--- src/hw/adpcm_tdm_pkg.sv ---
// Shared constants and types of the TDM channel port, and its input synchroniser.

// ----------------------------------------------------------------------------
// Package
// ----------------------------------------------------------------------------
package adpcm_tdm_pkg;
    localparam int PCM_BITS = 8;
    localparam int ADPCM_BITS = 4;
    localparam int CNT_W = 10;
    localparam int SLOT_W = 6;
    localparam int CTRL_BITS = 8;
    localparam logic [CNT_W-1:0] CNT_MAX = 10'h3ff;
    localparam logic [CNT_W-1:0] PCM_LAST = 10'h007;
    localparam logic [CNT_W-1:0] ADPCM_LAST = 10'h003;
    localparam logic [SLOT_W-1:0] HW_SLOT = 6'h00;
    localparam logic [3:0] CTRL_FULL = 4'h8;
    localparam logic [2:0] RATE_SEL_32 = 3'h0;
    localparam logic [2:0] RATE_SEL_24 = 3'h7;
    localparam logic [2:0] RATE_SEL_16 = 3'h5;
    localparam logic [2:0] CODE_BITS_32 = 3'h4;
    localparam logic [2:0] CODE_BITS_24 = 3'h3;
    localparam logic [2:0] CODE_BITS_16 = 3'h2;
    localparam int LATENCY_US = 375;
    localparam int CORE_CLK_MHZ = 10;
    localparam int LATENCY_CYCLES = LATENCY_US * CORE_CLK_MHZ;
    localparam logic [11:0] LAT_LIMIT = 12'(LATENCY_CYCLES);

    typedef enum logic [1:0] {RATE_32, RATE_24, RATE_16} rate_t;
    typedef enum logic {LINK_WAIT, LINK_RUN} link_t;

    // Control word, most significant bit first as it is shifted in.
    typedef struct packed {
        logic rateSelect0;
        logic rateSelect1;
        logic idle;
        logic algReset;
        logic bypass;
        logic muLaw;
        logic rateSelect2;
        logic codingDirection;
    } ctrl_t;

    localparam ctrl_t CTRL_RESET = 8'h00;
endpackage : adpcm_tdm_pkg

// ----------------------------------------------------------------------------
// Two-stage synchroniser, one per bit
// ----------------------------------------------------------------------------
module adpcm_tdm_sync #(
    parameter int WIDTH = 1
) (
    input wire logic core_clk,
    input wire logic rst,
    input wire logic [WIDTH-1:0] async,
    output logic [WIDTH-1:0] synced
);
    logic [WIDTH-1:0] stage1_q;

    for (genvar i = 0; i < WIDTH; i++) begin : g_bit
        always_ff @(posedge core_clk or posedge rst) begin
            if (rst) begin
                stage1_q[i] <= 1'b0;
                synced[i] <= 1'b0;
            end else begin
                stage1_q[i] <= async[i];
                synced[i] <= stage1_q[i];
            end
        end
    end
endmodule : adpcm_tdm_sync

--- src/hw/adpcm_tdm_channel_port.sv ---
// Serial TDM data port and per-sample control of one ADPCM channel.
// Function
// RULE_01 - PCM words are 8 bits, ADPCM words 4 bits, for every rate.
// RULE_02 - Bit after 24 kbit/s code LSB is 1 only in software 24k compression.
// RULE_03 - Software mode places no restriction on the output slot.
// RULE_04 - Capture-to-output latency stays below 375 microseconds.
// RULE_05 - While at 32 kbit/s, frame sync is watched for a double-width pulse.
// RULE_06 - A double-width pulse switches processing from 32 to 24 kbit/s.
// RULE_07 - Outside framing may put signaling into the code LSB in such frames.
// RULE_08 - Control register is fetched before each sample; changes apply next sample.
// RULE_09 - Host finishes a new selection before the first sample using it.
// RULE_10 - Serial output goes high impedance during a control update.
// RULE_11 - Frame sync is one bit period wide except in signaling frames.
// RULE_12 - Output is released after the LSB of each word.
// RULE_13 - Master clock is 10 MHz within 500 ppm.
// RULE_14 - Control port accepts either shift clock idle level at chip select.
// RULE_15 - Slot counting starts at first rising bit clock after frame sync.
// RULE_16 - Coding direction 0 decodes, 1 encodes, choosing word widths per side.
// RULE_17 - Hardware mode fixes input and output slots at zero.
// RULE_18 - Double width means frame sync high for two consecutive bit periods.
// RULE_19 - A single-width frame sync returns the channel to 32 kbit/s.
module adpcm_tdm_channel_port
    import adpcm_tdm_pkg::*;
(
    input wire logic core_clk,
    input wire logic rst,
    input wire logic bitClockChanA,
    input wire logic frameSyncChanA,
    input wire logic serialInChanA,
    output logic serialOutChanA,
    output logic serialOutEnChanA,
    input wire logic ctrlShiftClk,
    input wire logic ctrlChipSelN,
    input wire logic ctrlSerialIn,
    input wire logic portModeStrap,
    input wire logic codingDirection,
    input wire logic rateSelect0,
    input wire logic rateSelect1,
    input wire logic rateSelect2,
    input wire logic idleSelect,
    input wire logic [SLOT_W-1:0] inputSlot,
    input wire logic [SLOT_W-1:0] outputSlot,
    input wire logic [PCM_BITS-1:0] resultWord,
    output logic [PCM_BITS-1:0] sampleWord,
    output logic sampleValid,
    output rate_t activeRate,
    output logic signalingFrame,
    output ctrl_t frameCtrl
);
    // ------------------------------------------------------------------------
    // Pin synchronisation and edge detection
    // ------------------------------------------------------------------------
    logic [11:0] pinS;
    logic clkS, fsS, sinS, sclkS, csnS, sdiS, swMode, dirS, rs0S, rs1S, rs2S, idleS;

    adpcm_tdm_sync #(.WIDTH(12)) u_sync (
        .core_clk(core_clk),
        .rst(rst),
        .async({bitClockChanA, frameSyncChanA, serialInChanA, ctrlShiftClk, ctrlChipSelN,
                ctrlSerialIn, portModeStrap, codingDirection, rateSelect0, rateSelect1,
                rateSelect2, idleSelect}),
        .synced(pinS)
    );

    assign {clkS, fsS, sinS, sclkS, csnS, sdiS, swMode, dirS, rs0S, rs1S, rs2S, idleS} = pinS;

    logic clkPrev_q, sclkPrev_q, csnPrev_q;
    logic bitRise, bitFall, sclkRise, csRelease, csBusy;

    assign bitRise = clkS & ~clkPrev_q;
    assign bitFall = ~clkS & clkPrev_q;
    assign sclkRise = sclkS & ~sclkPrev_q;
    assign csRelease = csnS & ~csnPrev_q;
    assign csBusy = swMode & ~csnS;

    always_ff @(posedge core_clk or posedge rst) begin
        if (rst) begin
            clkPrev_q <= 1'b0;
            sclkPrev_q <= 1'b0;
            csnPrev_q <= 1'b1;
        end else begin
            clkPrev_q <= clkS;
            sclkPrev_q <= sclkS;
            csnPrev_q <= csnS;
        end
    end

    // ------------------------------------------------------------------------
    // Serial control port
    // ------------------------------------------------------------------------
    ctrl_t ctrlReg_q, ctrlReg_d;
    logic [CTRL_BITS-1:0] ctrlShift_q, ctrlShift_d;
    logic [3:0] ctrlCnt_q, ctrlCnt_d;

    always_comb begin
        ctrlReg_d = ctrlReg_q;
        ctrlShift_d = ctrlShift_q;
        ctrlCnt_d = ctrlCnt_q;
        if (!swMode) begin
            ctrlReg_d = CTRL_RESET;
            ctrlCnt_d = '0;
        end else if (!csnS) begin
            // Shift clock edges only count while selected, so its idle level is irrelevant.
            if (sclkRise) begin // [RULE_14]
                ctrlShift_d = {ctrlShift_q[CTRL_BITS-2:0], sdiS};
                ctrlCnt_d = (ctrlCnt_q == CTRL_FULL) ? CTRL_FULL : ctrlCnt_q + 4'h1;
            end
        end else begin
            if (csRelease && ctrlCnt_q == CTRL_FULL) begin
                ctrlReg_d = ctrlShift_q;
            end
            ctrlCnt_d = '0;
        end
    end

    always_ff @(posedge core_clk or posedge rst) begin
        if (rst) begin
            ctrlReg_q <= CTRL_RESET;
            ctrlShift_q <= '0;
            ctrlCnt_q <= '0;
        end else begin
            ctrlReg_q <= ctrlReg_d;
            ctrlShift_q <= ctrlShift_d;
            ctrlCnt_q <= ctrlCnt_d;
        end
    end

    // ------------------------------------------------------------------------
    // Effective control and slot geometry
    // ------------------------------------------------------------------------
    function automatic rate_t decodeRate(input ctrl_t c);
        logic [2:0] sel;
        sel = {c.rateSelect2, c.rateSelect1, c.rateSelect0};
        case (sel)
            RATE_SEL_24: decodeRate = RATE_24;
            RATE_SEL_16: decodeRate = RATE_16;
            default: decodeRate = RATE_32;
        endcase
    endfunction : decodeRate

    ctrl_t pinCtrl, effCtrl;
    logic [SLOT_W-1:0] inSlot, outSlot;
    logic [CNT_W-1:0] inStart, outStart, inLast, outLast, outIdx;
    logic [2:0] codeBits;
    link_t link_q, link_d;
    ctrl_t frameCtrl_q, frameCtrl_d;
    logic [CNT_W-1:0] bitCnt_q, bitCnt_d;
    logic fsRun_q, fsRun_d, casFrame_q, casFrame_d, padOne_q, padOne_d;
    logic [PCM_BITS-1:0] inShift_q, inShift_d, sampleWord_q, sampleWord_d;
    logic sampleValid_q, sampleValid_d, serialOut_q, serialOut_d, outEn_q, outEn_d;
    rate_t activeRate_q, activeRate_d;

    always_comb begin
        pinCtrl = CTRL_RESET;
        pinCtrl.codingDirection = dirS;
        pinCtrl.idle = idleS;
        pinCtrl.rateSelect0 = rs0S;
        pinCtrl.rateSelect1 = rs1S;
        pinCtrl.rateSelect2 = rs2S;
    end

    assign effCtrl = swMode ? ctrlReg_q : pinCtrl;
    // Hardware mode pins both slots to zero; software mode allows any output slot.
    assign inSlot = swMode ? inputSlot : HW_SLOT; // [RULE_17]
    assign outSlot = swMode ? outputSlot : HW_SLOT; // [RULE_17] [RULE_03]

    // Encoding takes 8-bit PCM in and gives 4-bit codes out; decoding the reverse.
    always_comb begin // [RULE_16] [RULE_01]
        if (frameCtrl_q.codingDirection) begin
            inStart = {1'b0, inSlot, 3'h0};
            inLast = inStart + PCM_LAST;
            outStart = {2'h0, outSlot, 2'h0};
            outLast = outStart + ADPCM_LAST;
        end else begin
            inStart = {2'h0, inSlot, 2'h0};
            inLast = inStart + ADPCM_LAST;
            outStart = {1'b0, outSlot, 3'h0};
            outLast = outStart + PCM_LAST;
        end
        outIdx = bitCnt_q - outStart;
        case (activeRate_q)
            RATE_24: codeBits = CODE_BITS_24;
            RATE_16: codeBits = CODE_BITS_16;
            default: codeBits = CODE_BITS_32;
        endcase
    end

    // ------------------------------------------------------------------------
    // Frame timing, capture and output
    // ------------------------------------------------------------------------
    always_comb begin
        link_d = link_q;
        frameCtrl_d = frameCtrl_q;
        bitCnt_d = bitCnt_q;
        fsRun_d = fsRun_q;
        casFrame_d = casFrame_q;
        padOne_d = padOne_q;
        inShift_d = inShift_q;
        sampleWord_d = sampleWord_q;
        sampleValid_d = 1'b0;
        serialOut_d = serialOut_q;
        outEn_d = outEn_q;
        if (bitFall) begin
            fsRun_d = fsS;
            if (fsS) begin
                bitCnt_d = '0; // [RULE_15]
                inShift_d = '0;
                link_d = LINK_RUN;
                if (fsRun_q) begin
                    casFrame_d = 1'b1; // [RULE_18] [RULE_05]
                end else begin
                    casFrame_d = 1'b0; // [RULE_19]
                    frameCtrl_d = effCtrl; // [RULE_08]
                    padOne_d = swMode && effCtrl.codingDirection
                        && decodeRate(effCtrl) == RATE_24; // [RULE_02]
                end
            end else if (link_q == LINK_RUN) begin
                if (bitCnt_q >= inStart && bitCnt_q <= inLast) begin
                    inShift_d = {inShift_q[PCM_BITS-2:0], sinS};
                    if (bitCnt_q == inLast) begin
                        sampleWord_d = inShift_d;
                        sampleValid_d = 1'b1;
                    end
                end
                bitCnt_d = (bitCnt_q == CNT_MAX) ? CNT_MAX : bitCnt_q + 10'h001;
            end
        end
        if (bitRise) begin
            if (link_q == LINK_RUN && !frameCtrl_q.idle
                && bitCnt_q >= outStart && bitCnt_q <= outLast) begin
                outEn_d = 1'b1;
                if (frameCtrl_q.codingDirection && outIdx >= {7'h00, codeBits}) begin
                    serialOut_d = padOne_q && outIdx == {7'h00, codeBits}; // [RULE_02]
                end else begin
                    serialOut_d = resultWord[3'(PCM_BITS - 1) - outIdx[2:0]];
                end
            end else begin
                outEn_d = 1'b0; // [RULE_12]
                serialOut_d = 1'b0;
            end
        end
        if (csBusy) begin
            outEn_d = 1'b0; // [RULE_10]
        end
        // A double-width pulse in a 32 kbit/s frame runs the 24 kbit/s algorithm.
        activeRate_d = decodeRate(frameCtrl_q);
        if (casFrame_q && activeRate_d == RATE_32) begin
            activeRate_d = RATE_24; // [RULE_06]
        end
    end

    always_ff @(posedge core_clk or posedge rst) begin
        if (rst) begin
            link_q <= LINK_WAIT;
            frameCtrl_q <= CTRL_RESET;
            bitCnt_q <= '0;
            fsRun_q <= 1'b0;
            casFrame_q <= 1'b0;
            padOne_q <= 1'b0;
            inShift_q <= '0;
            sampleWord_q <= '0;
            sampleValid_q <= 1'b0;
            serialOut_q <= 1'b0;
            outEn_q <= 1'b0;
            activeRate_q <= RATE_32;
        end else begin
            link_q <= link_d;
            frameCtrl_q <= frameCtrl_d;
            bitCnt_q <= bitCnt_d;
            fsRun_q <= fsRun_d;
            casFrame_q <= casFrame_d;
            padOne_q <= padOne_d;
            inShift_q <= inShift_d;
            sampleWord_q <= sampleWord_d;
            sampleValid_q <= sampleValid_d;
            serialOut_q <= serialOut_d;
            outEn_q <= outEn_d;
            activeRate_q <= activeRate_d;
        end
    end

    assign serialOutChanA = serialOut_q;
    assign serialOutEnChanA = outEn_q;
    assign sampleWord = sampleWord_q;
    assign sampleValid = sampleValid_q;
    assign activeRate = activeRate_q;
    assign signalingFrame = casFrame_q;
    assign frameCtrl = frameCtrl_q;

    // ------------------------------------------------------------------------
    // Checks
    // ------------------------------------------------------------------------
    logic [11:0] latCnt_q;
    logic latRun_q;

    // Measures core cycles from a captured sample to the next driven output bit.
    always_ff @(posedge core_clk or posedge rst) begin
        if (rst) begin
            latCnt_q <= '0;
            latRun_q <= 1'b0;
        end else if (sampleValid_q && !latRun_q) begin
            latCnt_q <= '0;
            latRun_q <= 1'b1;
        end else if (latRun_q && (outEn_q || frameCtrl_q.idle || csBusy)) begin
            latRun_q <= 1'b0;
        end else if (latRun_q && latCnt_q != LAT_LIMIT) begin
            latCnt_q <= latCnt_q + 12'h001;
        end
    end
endmodule : adpcm_tdm_channel_port

--- config.mk ---
export PLATFORM = sky130hd
export DESIGN_NAME = adpcm_tdm_channel_port
export DESIGN_NICKNAME = d
export VERILOG_FILES = /design/src/hw/adpcm_tdm_pkg.sv /design/src/hw/adpcm_tdm_channel_port.sv
export SDC_FILE = /design/constraint.sdc
export NUM_CORES = 1
export LEC_CHECK = 0
export BUFFER_PORTS_ARGS = -buffer_cell sky130_fd_sc_hd__buf_2
export CORE_MARGIN = 2
export CORE_UTILIZATION = 53
export CTS_CLUSTER_SIZE = 24
export DETAILED_ROUTE_END_ITERATION = 6
export PLACE_DENSITY = 0.74
export SKIP_CTS_REPAIR_TIMING = 1
export SYNTH_ARGS = -nofsm -noshare
export SYNTH_HDL_FRONTEND = slang
export SYNTH_SLANG_ARGS = --single-unit
--- constraint.sdc ---
create_clock -name core_clk -period 4.07 [get_ports core_clk]
set_input_delay 0.407 -clock core_clk [delete_from_list [all_inputs] [get_ports core_clk]]
set_output_delay 0.407 -clock core_clk [all_outputs]
set_load 0.01 [all_outputs]
Word level (Yosys, flattened, before mapping)

Index checks and enable logic that the tools add are counted.

Add/sub/neg operators: 8
Order comparisons: 6
Equality and inequality tests: 14
Mux-type cells: 40
Bitwise logic cells: 12
Reduce and logical (&&, ||, !) cells: 22

Operator list:

| cell                  | count |
|---|---|
| $mux 10               | 5 |
| $mux 8                | 4 |
| $mux 7                | 3 |
| $add 9x3->10 const B  | 2 |
| $ge 10x9->1           | 2 |
| $le 10x10->1          | 2 |
| $add 8x2->9 const B   | 2 |
| $mux 9                | 2 |
| $mux 4                | 4 |
| $eq 3x3->1 const B    | 4 |
| $mux 1                | 12 |
| $mux 6                | 2 |
| $add 10x1->10 const B | 1 |
| $eq 10x10->1          | 1 |
| $eq 10x10->1 const B  | 1 |
| $eq 10x3->1           | 1 |
| $ge 10x3->1           | 1 |
| $logic_and 1x1->1     | 10 |
| $sub 10x10->10        | 1 |
| $reduce_and 3->1      | 3 |
| $mux 2                | 4 |
| $pmux 2 s2            | 2 |
| $not 1->1             | 7 |
| $pmux 3 s2            | 1 |
| other kinds (16)      | 25 |

Register bits after elaboration: 89
Output and inout bits: 22

Depth between registers and ports, before layout

Word-level depth: 9
Gate-level depth with buffers: 10
Depth with buffers taken out: 9

By module

Synthesis repeated with hierarchy kept, for this count alone.

Cell total of the unflattened synthesis: 386
Area, all modules: 4359.2 um^2

Modules (own cells, without submodules):

| module                 | instances | cells an instance | area an instance (um^2) | sequential area each (um^2) |
|---|---|---|---|---|
| adpcm_tdm_channel_port | 1         | 361               | 3754.9                  | 1627.8 |
| adpcm_tdm_sync         | 1         | 25                | 604.3                   | 600.6 |

Worst setup path after synthesis

OpenSTA, ideal clock, no wires.

Path type: register -> register
Start point: reg u_sync.synced[5]
End point: reg serialOut_q (netlist: serialOutChanA)
Setup time: 66 ps
Arrival time: 2837 ps
Data required time: 4004 ps
Setup slack: 1167 ps
Cell stages (with the launch flop): 10
Buffers on the path: 3
Period minus slack after synthesis: 2903 ps
Cell sequence: dfrtp_1 -> clkbuf_1 -> clkbuf_1 -> clkbuf_1 -> nand2_1 -> ha_1 -> or4b_1 -> or4_4 -> nor4_2 -> a221o_1

Longest elaborated chain between the ends: 8

Ends and longest elaborated chain:

| element                          | line                          | source |
|---|---|---|
| start: declaration               | adpcm_tdm_pkg.sv:55           | `output logic [WIDTH-1:0] synced` |
| start signal: indexed assignment | adpcm_tdm_pkg.sv:66           | `synced[i] <= stage1_q[i];` |
| $mux 6 *                         | adpcm_tdm_channel_port.sv:165 | `assign outSlot = swMode ? outputSlot : HW_SLOT;` |
| $mux 9                           | adpcm_tdm_channel_port.sv:169 | `if (frameCtrl_q.codingDirection) begin` |
| $sub 10x10->10                   | adpcm_tdm_channel_port.sv:180 | `outIdx = bitCnt_q - outStart;` |
| $sub 3x3->3                      | adpcm_tdm_channel_port.sv:235 | `serialOut_d = resultWord[3'(PCM_BITS - 1) - outIdx[2:0]];` |
| $bmux 1 s3                       | adpcm_tdm_channel_port.sv:235 |  |
| $mux 1 (not written as such)     | adpcm_tdm_channel_port.sv:235 |  |
| $mux 1                           | adpcm_tdm_channel_port.sv:232 | `if (frameCtrl_q.codingDirection && outIdx >= {7'h00, codeBits}) begin` |
| $mux 1 *                         | adpcm_tdm_channel_port.sv:229 | `if (link_q == LINK_RUN && !frameCtrl_q.idle` |
| end signal: assignment           | adpcm_tdm_channel_port.sv:276 | `serialOut_q <= serialOut_d;` |
| end: declaration                 | adpcm_tdm_channel_port.sv:150 | `logic sampleValid_q, sampleValid_d, serialOut_q, serialOut_d, outEn_q, outEn_d;` |

Mark *: on every way between the ends. The rest lies on a longest branch, timed or not. The select of a mux whose other input is x is not followed.
A chain may end at the register's enable or synchronous reset.

Worst setup path after layout

Start point: reg frameCtrl_q (netlist bit frameCtrl[0])
End point: reg serialOut_q (netlist: serialOutChanA)

Longest elaborated chain between the ends: 7

Ends and longest elaborated chain:

| element                      | line                          | source |
|---|---|---|
| start: declaration           | adpcm_tdm_channel_port.sv:146 | `ctrl_t frameCtrl_q, frameCtrl_d;` |
| start signal: assignment     | adpcm_tdm_channel_port.sv:268 | `frameCtrl_q <= frameCtrl_d;` |
| $mux 9                       | adpcm_tdm_channel_port.sv:169 |  |
| $sub 10x10->10               | adpcm_tdm_channel_port.sv:180 |  |
| $sub 3x3->3                  | adpcm_tdm_channel_port.sv:235 |  |
| $bmux 1 s3                   | adpcm_tdm_channel_port.sv:235 |  |
| $mux 1 (not written as such) | adpcm_tdm_channel_port.sv:235 |  |
| $mux 1                       | adpcm_tdm_channel_port.sv:232 |  |
| $mux 1 *                     | adpcm_tdm_channel_port.sv:229 |  |

Marks and branches as above.

==> flow_results.xml <==
<?xml version="1.0" encoding="UTF-8"?>
<metrics>
  <group name="floorplanning">
    <metric name="core" unit="mm²">0.00777</metric>
    <metric name="io_pins" unit="">56</metric>
    <metric name="die_outline_area" unit="mm²">0.00879</metric>
    <metric name="initial_core_util" unit="%">55.0</metric>
    <metric name="fp.dieH" unit="µm">93.8</metric>
    <metric name="placement_rows" unit="">32</metric>
    <metric name="die_width" unit="µm">93.8</metric>
  </group>
  <group name="placement">
    <metric name="placed_cell_area" unit="mm²">0.00465</metric>
    <metric name="detailedPlacementHpwl" unit="mm">6.42</metric>
    <metric name="place_congestion" unit="">0.981</metric>
    <metric name="post-place-cells" unit="">529</metric>
    <metric name="buffer_ports.inserted" unit="">55</metric>
  </group>
  <group name="route">
    <metric name="drt_first_pass_iters" unit="">4</metric>
    <metric name="post_drt_wl_per_cell" unit="µm">16.0</metric>
    <metric name="detail_route.iter0.violations" unit="">200</metric>
    <metric name="drc" unit="">0</metric>
    <metric name="routed_wl" unit="mm">8.74</metric>
    <metric name="detail_route.vias_per_cell" unit="">5.49</metric>
    <metric name="total_number_of_vias" unit="">2990</metric>
    <metric name="ant_nets" unit="">0</metric>
  </group>
  <group name="critical_path">
    <metric name="critical_path.startpoint_type" unit="">flop</metric>
    <metric name="reg2regPathDepth" unit="">9</metric>
    <metric name="crit_path_capture_type" unit="">flop</metric>
    <metric name="crit_fanout" unit="">20</metric>
    <metric name="worst_ep_arrival_time" unit="ps">3440</metric>
    <metric name="criticalPathCategory" unit="">reg2reg</metric>
    <metric name="worstPathRequired" unit="ps">4370</metric>
  </group>
  <group name="grt">
    <metric name="grt_first_pass_wirelength" unit="mm">14.6</metric>
    <metric name="first_global_vias" unit="">2938</metric>
    <metric name="antenna_found_initial" unit="">0</metric>
    <metric name="grt_max_degree" unit="">54</metric>
    <metric name="global_route.overflow_total" unit="">0</metric>
    <metric name="gr-usage-all-layers" unit="%">21.3</metric>
  </group>
  <group name="layout">
    <metric name="area_delta_synth_final" unit="%">13.2</metric>
    <metric name="layout.cells.most_common" unit="">sky130_fd_sc_hd__dfrtp_1</metric>
    <metric name="final.fill_count" unit="">643</metric>
    <metric name="most-common-layout-cells" unit="">88 x sky130_fd_sc_hd__dfrtp_1, 55 x sky130_fd_sc_hd__buf_2, 47 x sky130_fd_sc_hd__nand2_1</metric>
    <metric name="layout.nets" unit="">498</metric>
    <metric name="antenna_cells_inserted" unit="">0</metric>
    <metric name="post-route-cell-area" unit="mm²">0.00483</metric>
    <metric name="number_of_cells_in_the_finished_layout_apart_from_fillers" unit="">545</metric>
    <metric name="drive_above_1_share" unit="%">24.2</metric>
  </group>
  <group name="sta">
    <metric name="final.setup.tns" unit="ps">0</metric>
    <metric name="achievable-frequency" unit="GHz">0.319</metric>
    <metric name="timing.final.hold_violations" unit="">0</metric>
    <metric name="setup_viol" unit="">0</metric>
    <metric name="measured_slew_at_the_worst_slew_check_pin" unit="ps">1200</metric>
    <metric name="final_min_period_over_clock_period" unit="%">77.0</metric>
    <metric name="report.final.slew_viol_count" unit="">0</metric>
    <metric name="post-route-min-period" unit="ps">3140</metric>
    <metric name="grt_setup_unrepaired" unit="">false</metric>
    <metric name="clock-skew-final" unit="ps">14.2</metric>
    <metric name="slew_headroom" unit="%">19.9</metric>
    <metric name="hold-worst-slack" unit="ps">139</metric>
  </group>
  <group name="clock_network">
    <metric name="clk_latency" unit="ps">360</metric>
    <metric name="buffers_from_clock_root_to_sink_at_most" unit="">2</metric>
    <metric name="cts_tree" unit="">done</metric>
    <metric name="ctsHtreeMaxLevel" unit="">3</metric>
    <metric name="clkSlewWorstSetupHoldPaths" unit="ps">100</metric>
    <metric name="clock-root-buffer" unit="">sky130_fd_sc_hd__clkbuf_8</metric>
    <metric name="cts_buffers" unit="">9</metric>
    <metric name="cts_num_sinks" unit="">89</metric>
  </group>
  <group name="synthesis">
    <metric name="ys.flop_type" unit="">sky130_fd_sc_hd__dfrtp_1</metric>
    <metric name="postSynthRegisterBits" unit="">89</metric>
    <metric name="synth-async-reset-ratio" unit="%">100</metric>
    <metric name="ys.warnings.count" unit="">0</metric>
    <metric name="postSynthCellCount" unit="">381</metric>
    <metric name="syn_nets" unit="">441</metric>
    <metric name="synth_edf_count" unit="">0</metric>
    <metric name="netlist_area" unit="mm²">0.00427</metric>
    <metric name="post_synth.cell_area_avg" unit="µm²">11.2</metric>
    <metric name="synth.distinct_cells" unit="">51</metric>
    <metric name="synth-seq-area-share" unit="%">52.2</metric>
  </group>
  <group name="hold_path">
    <metric name="holdPathStages" unit="">1</metric>
    <metric name="hold_path_class" unit="">in2reg</metric>
  </group>
  <group name="job">
    <metric name="max_cap_violations" unit="">0</metric>
  </group>
  <group name="power">
    <metric name="peak_ir_drop_on_the_vdd_network" unit="mV">0.254</metric>
    <metric name="p_leak" unit="nW">2.36</metric>
    <metric name="design_power_total" unit="mW">1.83</metric>
    <metric name="power-per-cell-area" unit="mW/mm²">379</metric>
  </group>
  <group name="status">
    <metric name="outcome" unit="">finished, final reports clean</metric>
  </group>
</metrics>
==> cells by family after synthesis <==
kind of cell	share of synthesized area, %
flip-flops	52.2
XOR/XNOR	0.821
adder cells (fa/ha/maj)	7.79
multiplexers	12.8
AO/OA/AOI/OAI	7.85
buffers and inverters	2.23
AND/OR/NAND/NOR	16.3
==> worst paths after layout <==
| check | startpoint | endpoint | slack (ps) |
|---|---|---|---|
| min in group asynchronous | rst | ctrlReg_q[5] | 180 |
| worst min register to register | u_sync.stage1_q[2] | u_sync.synced[2] | 350 |
| worst min-delay path | rateSelect2 | u_sync.stage1_q[1] | 140 |
| max in group asynchronous | rst | bitCnt_q[8] | 2920 |
| worst max register to register | frameCtrl[0] | serialOutChanA | 930 |
| worst max-delay path | frameCtrl[0] | serialOutChanA | 930 |
==> critical path: stages (launching register included) <==
cell and delay, ps:
sky130_fd_sc_hd__dfrtp_1 780, sky130_fd_sc_hd__mux2_2 400, sky130_fd_sc_hd__and2_1 180, sky130_fd_sc_hd__inv_1 60
sky130_fd_sc_hd__ha_1 250, sky130_fd_sc_hd__a211oi_1 260, sky130_fd_sc_hd__a31oi_1 120, sky130_fd_sc_hd__or4_4 570
sky130_fd_sc_hd__nor4_2 280, sky130_fd_sc_hd__a221o_1 170
==> cells in the mapped netlist (8+ instances only) <==
cell	instances	area, µm²
sky130_fd_sc_hd__dfrtp_1	88	2200
sky130_fd_sc_hd__nand2_1	47	176
sky130_fd_sc_hd__mux2_2	28	315
sky130_fd_sc_hd__ha_1	25	313
sky130_fd_sc_hd__mux2i_1	23	230
sky130_fd_sc_hd__nand3_1	18	90.1
sky130_fd_sc_hd__nand2b_1	16	100
sky130_fd_sc_hd__o21ai_0	16	80.1
sky130_fd_sc_hd__inv_1	14	52.6
sky130_fd_sc_hd__nor2_1	12	45.0
sky130_fd_sc_hd__nor2b_1	12	75.1
sky130_fd_sc_hd__clkbuf_1	10	37.5
sky130_fd_sc_hd__a21oi_1	8	40.0
sky130_fd_sc_hd__and3_1	8	50.1
==> area by class of cell <==
type                    instances  area (µm²)  share of cell area (%)
flip-flops and latches         89        2230                    46.1
multi-input cells             267        1950                    40.4
repair buffers                 57         290                    6.01
clock buffers                  10         128                    2.64
well taps                     102         128                    2.64
inverters                      14        53.8                    1.11
clock inverters                 6        51.3                    1.06
==> state kept, by name, summed over array words and instances, names as in the netlist <==
signal and flops:
u_sync.stage1_q 12, link_q 1, padOne_q 1, u_sync.synced 12, clkPrev_q 1, csnPrev_q 1, bitCnt_q 10, serialOutChanA 1
sampleValid 1, fsRun_q 1, signalingFrame 1, ctrlShift_q 8, inShift_q 7, sampleWord 8, ctrlReg_q 8, sclkPrev_q 1
serialOutEnChanA 1, frameCtrl 8, ctrlCnt_q 4, activeRate 2
==> routing by layer <==
metal  wire length [µm]  track usage [%]  vias up  share of wire, %
met2               4020             32.6       84                46
met3                484             4.74        6               5.5
met4                 72             5.56        0              0.82
li1                   -                -     1464                 -
met1               4160             31.0     1436                48
met5                  0                0        -                 0
==> power by group <==
part | total [mW] | switching [mW] | internal (mW)
clock | 0.556 | 0.327 | 0.229
combinational | 0.273 | 0.141 | 0.132
sequential | 1.00 | 0.0608 | 0.940
==> metrics by stage <==
step	worst slack, ps	utilization, %
2_1_floorplan	1170	-
3_3_place_gp	1100	59.9
3_5_place_dp	1000	59.9
4_1_cts	973	62.2
5_1_grt	748	62.2
6_report	935	62.2
No activity file was read; power rests on OpenSTA's default activity.
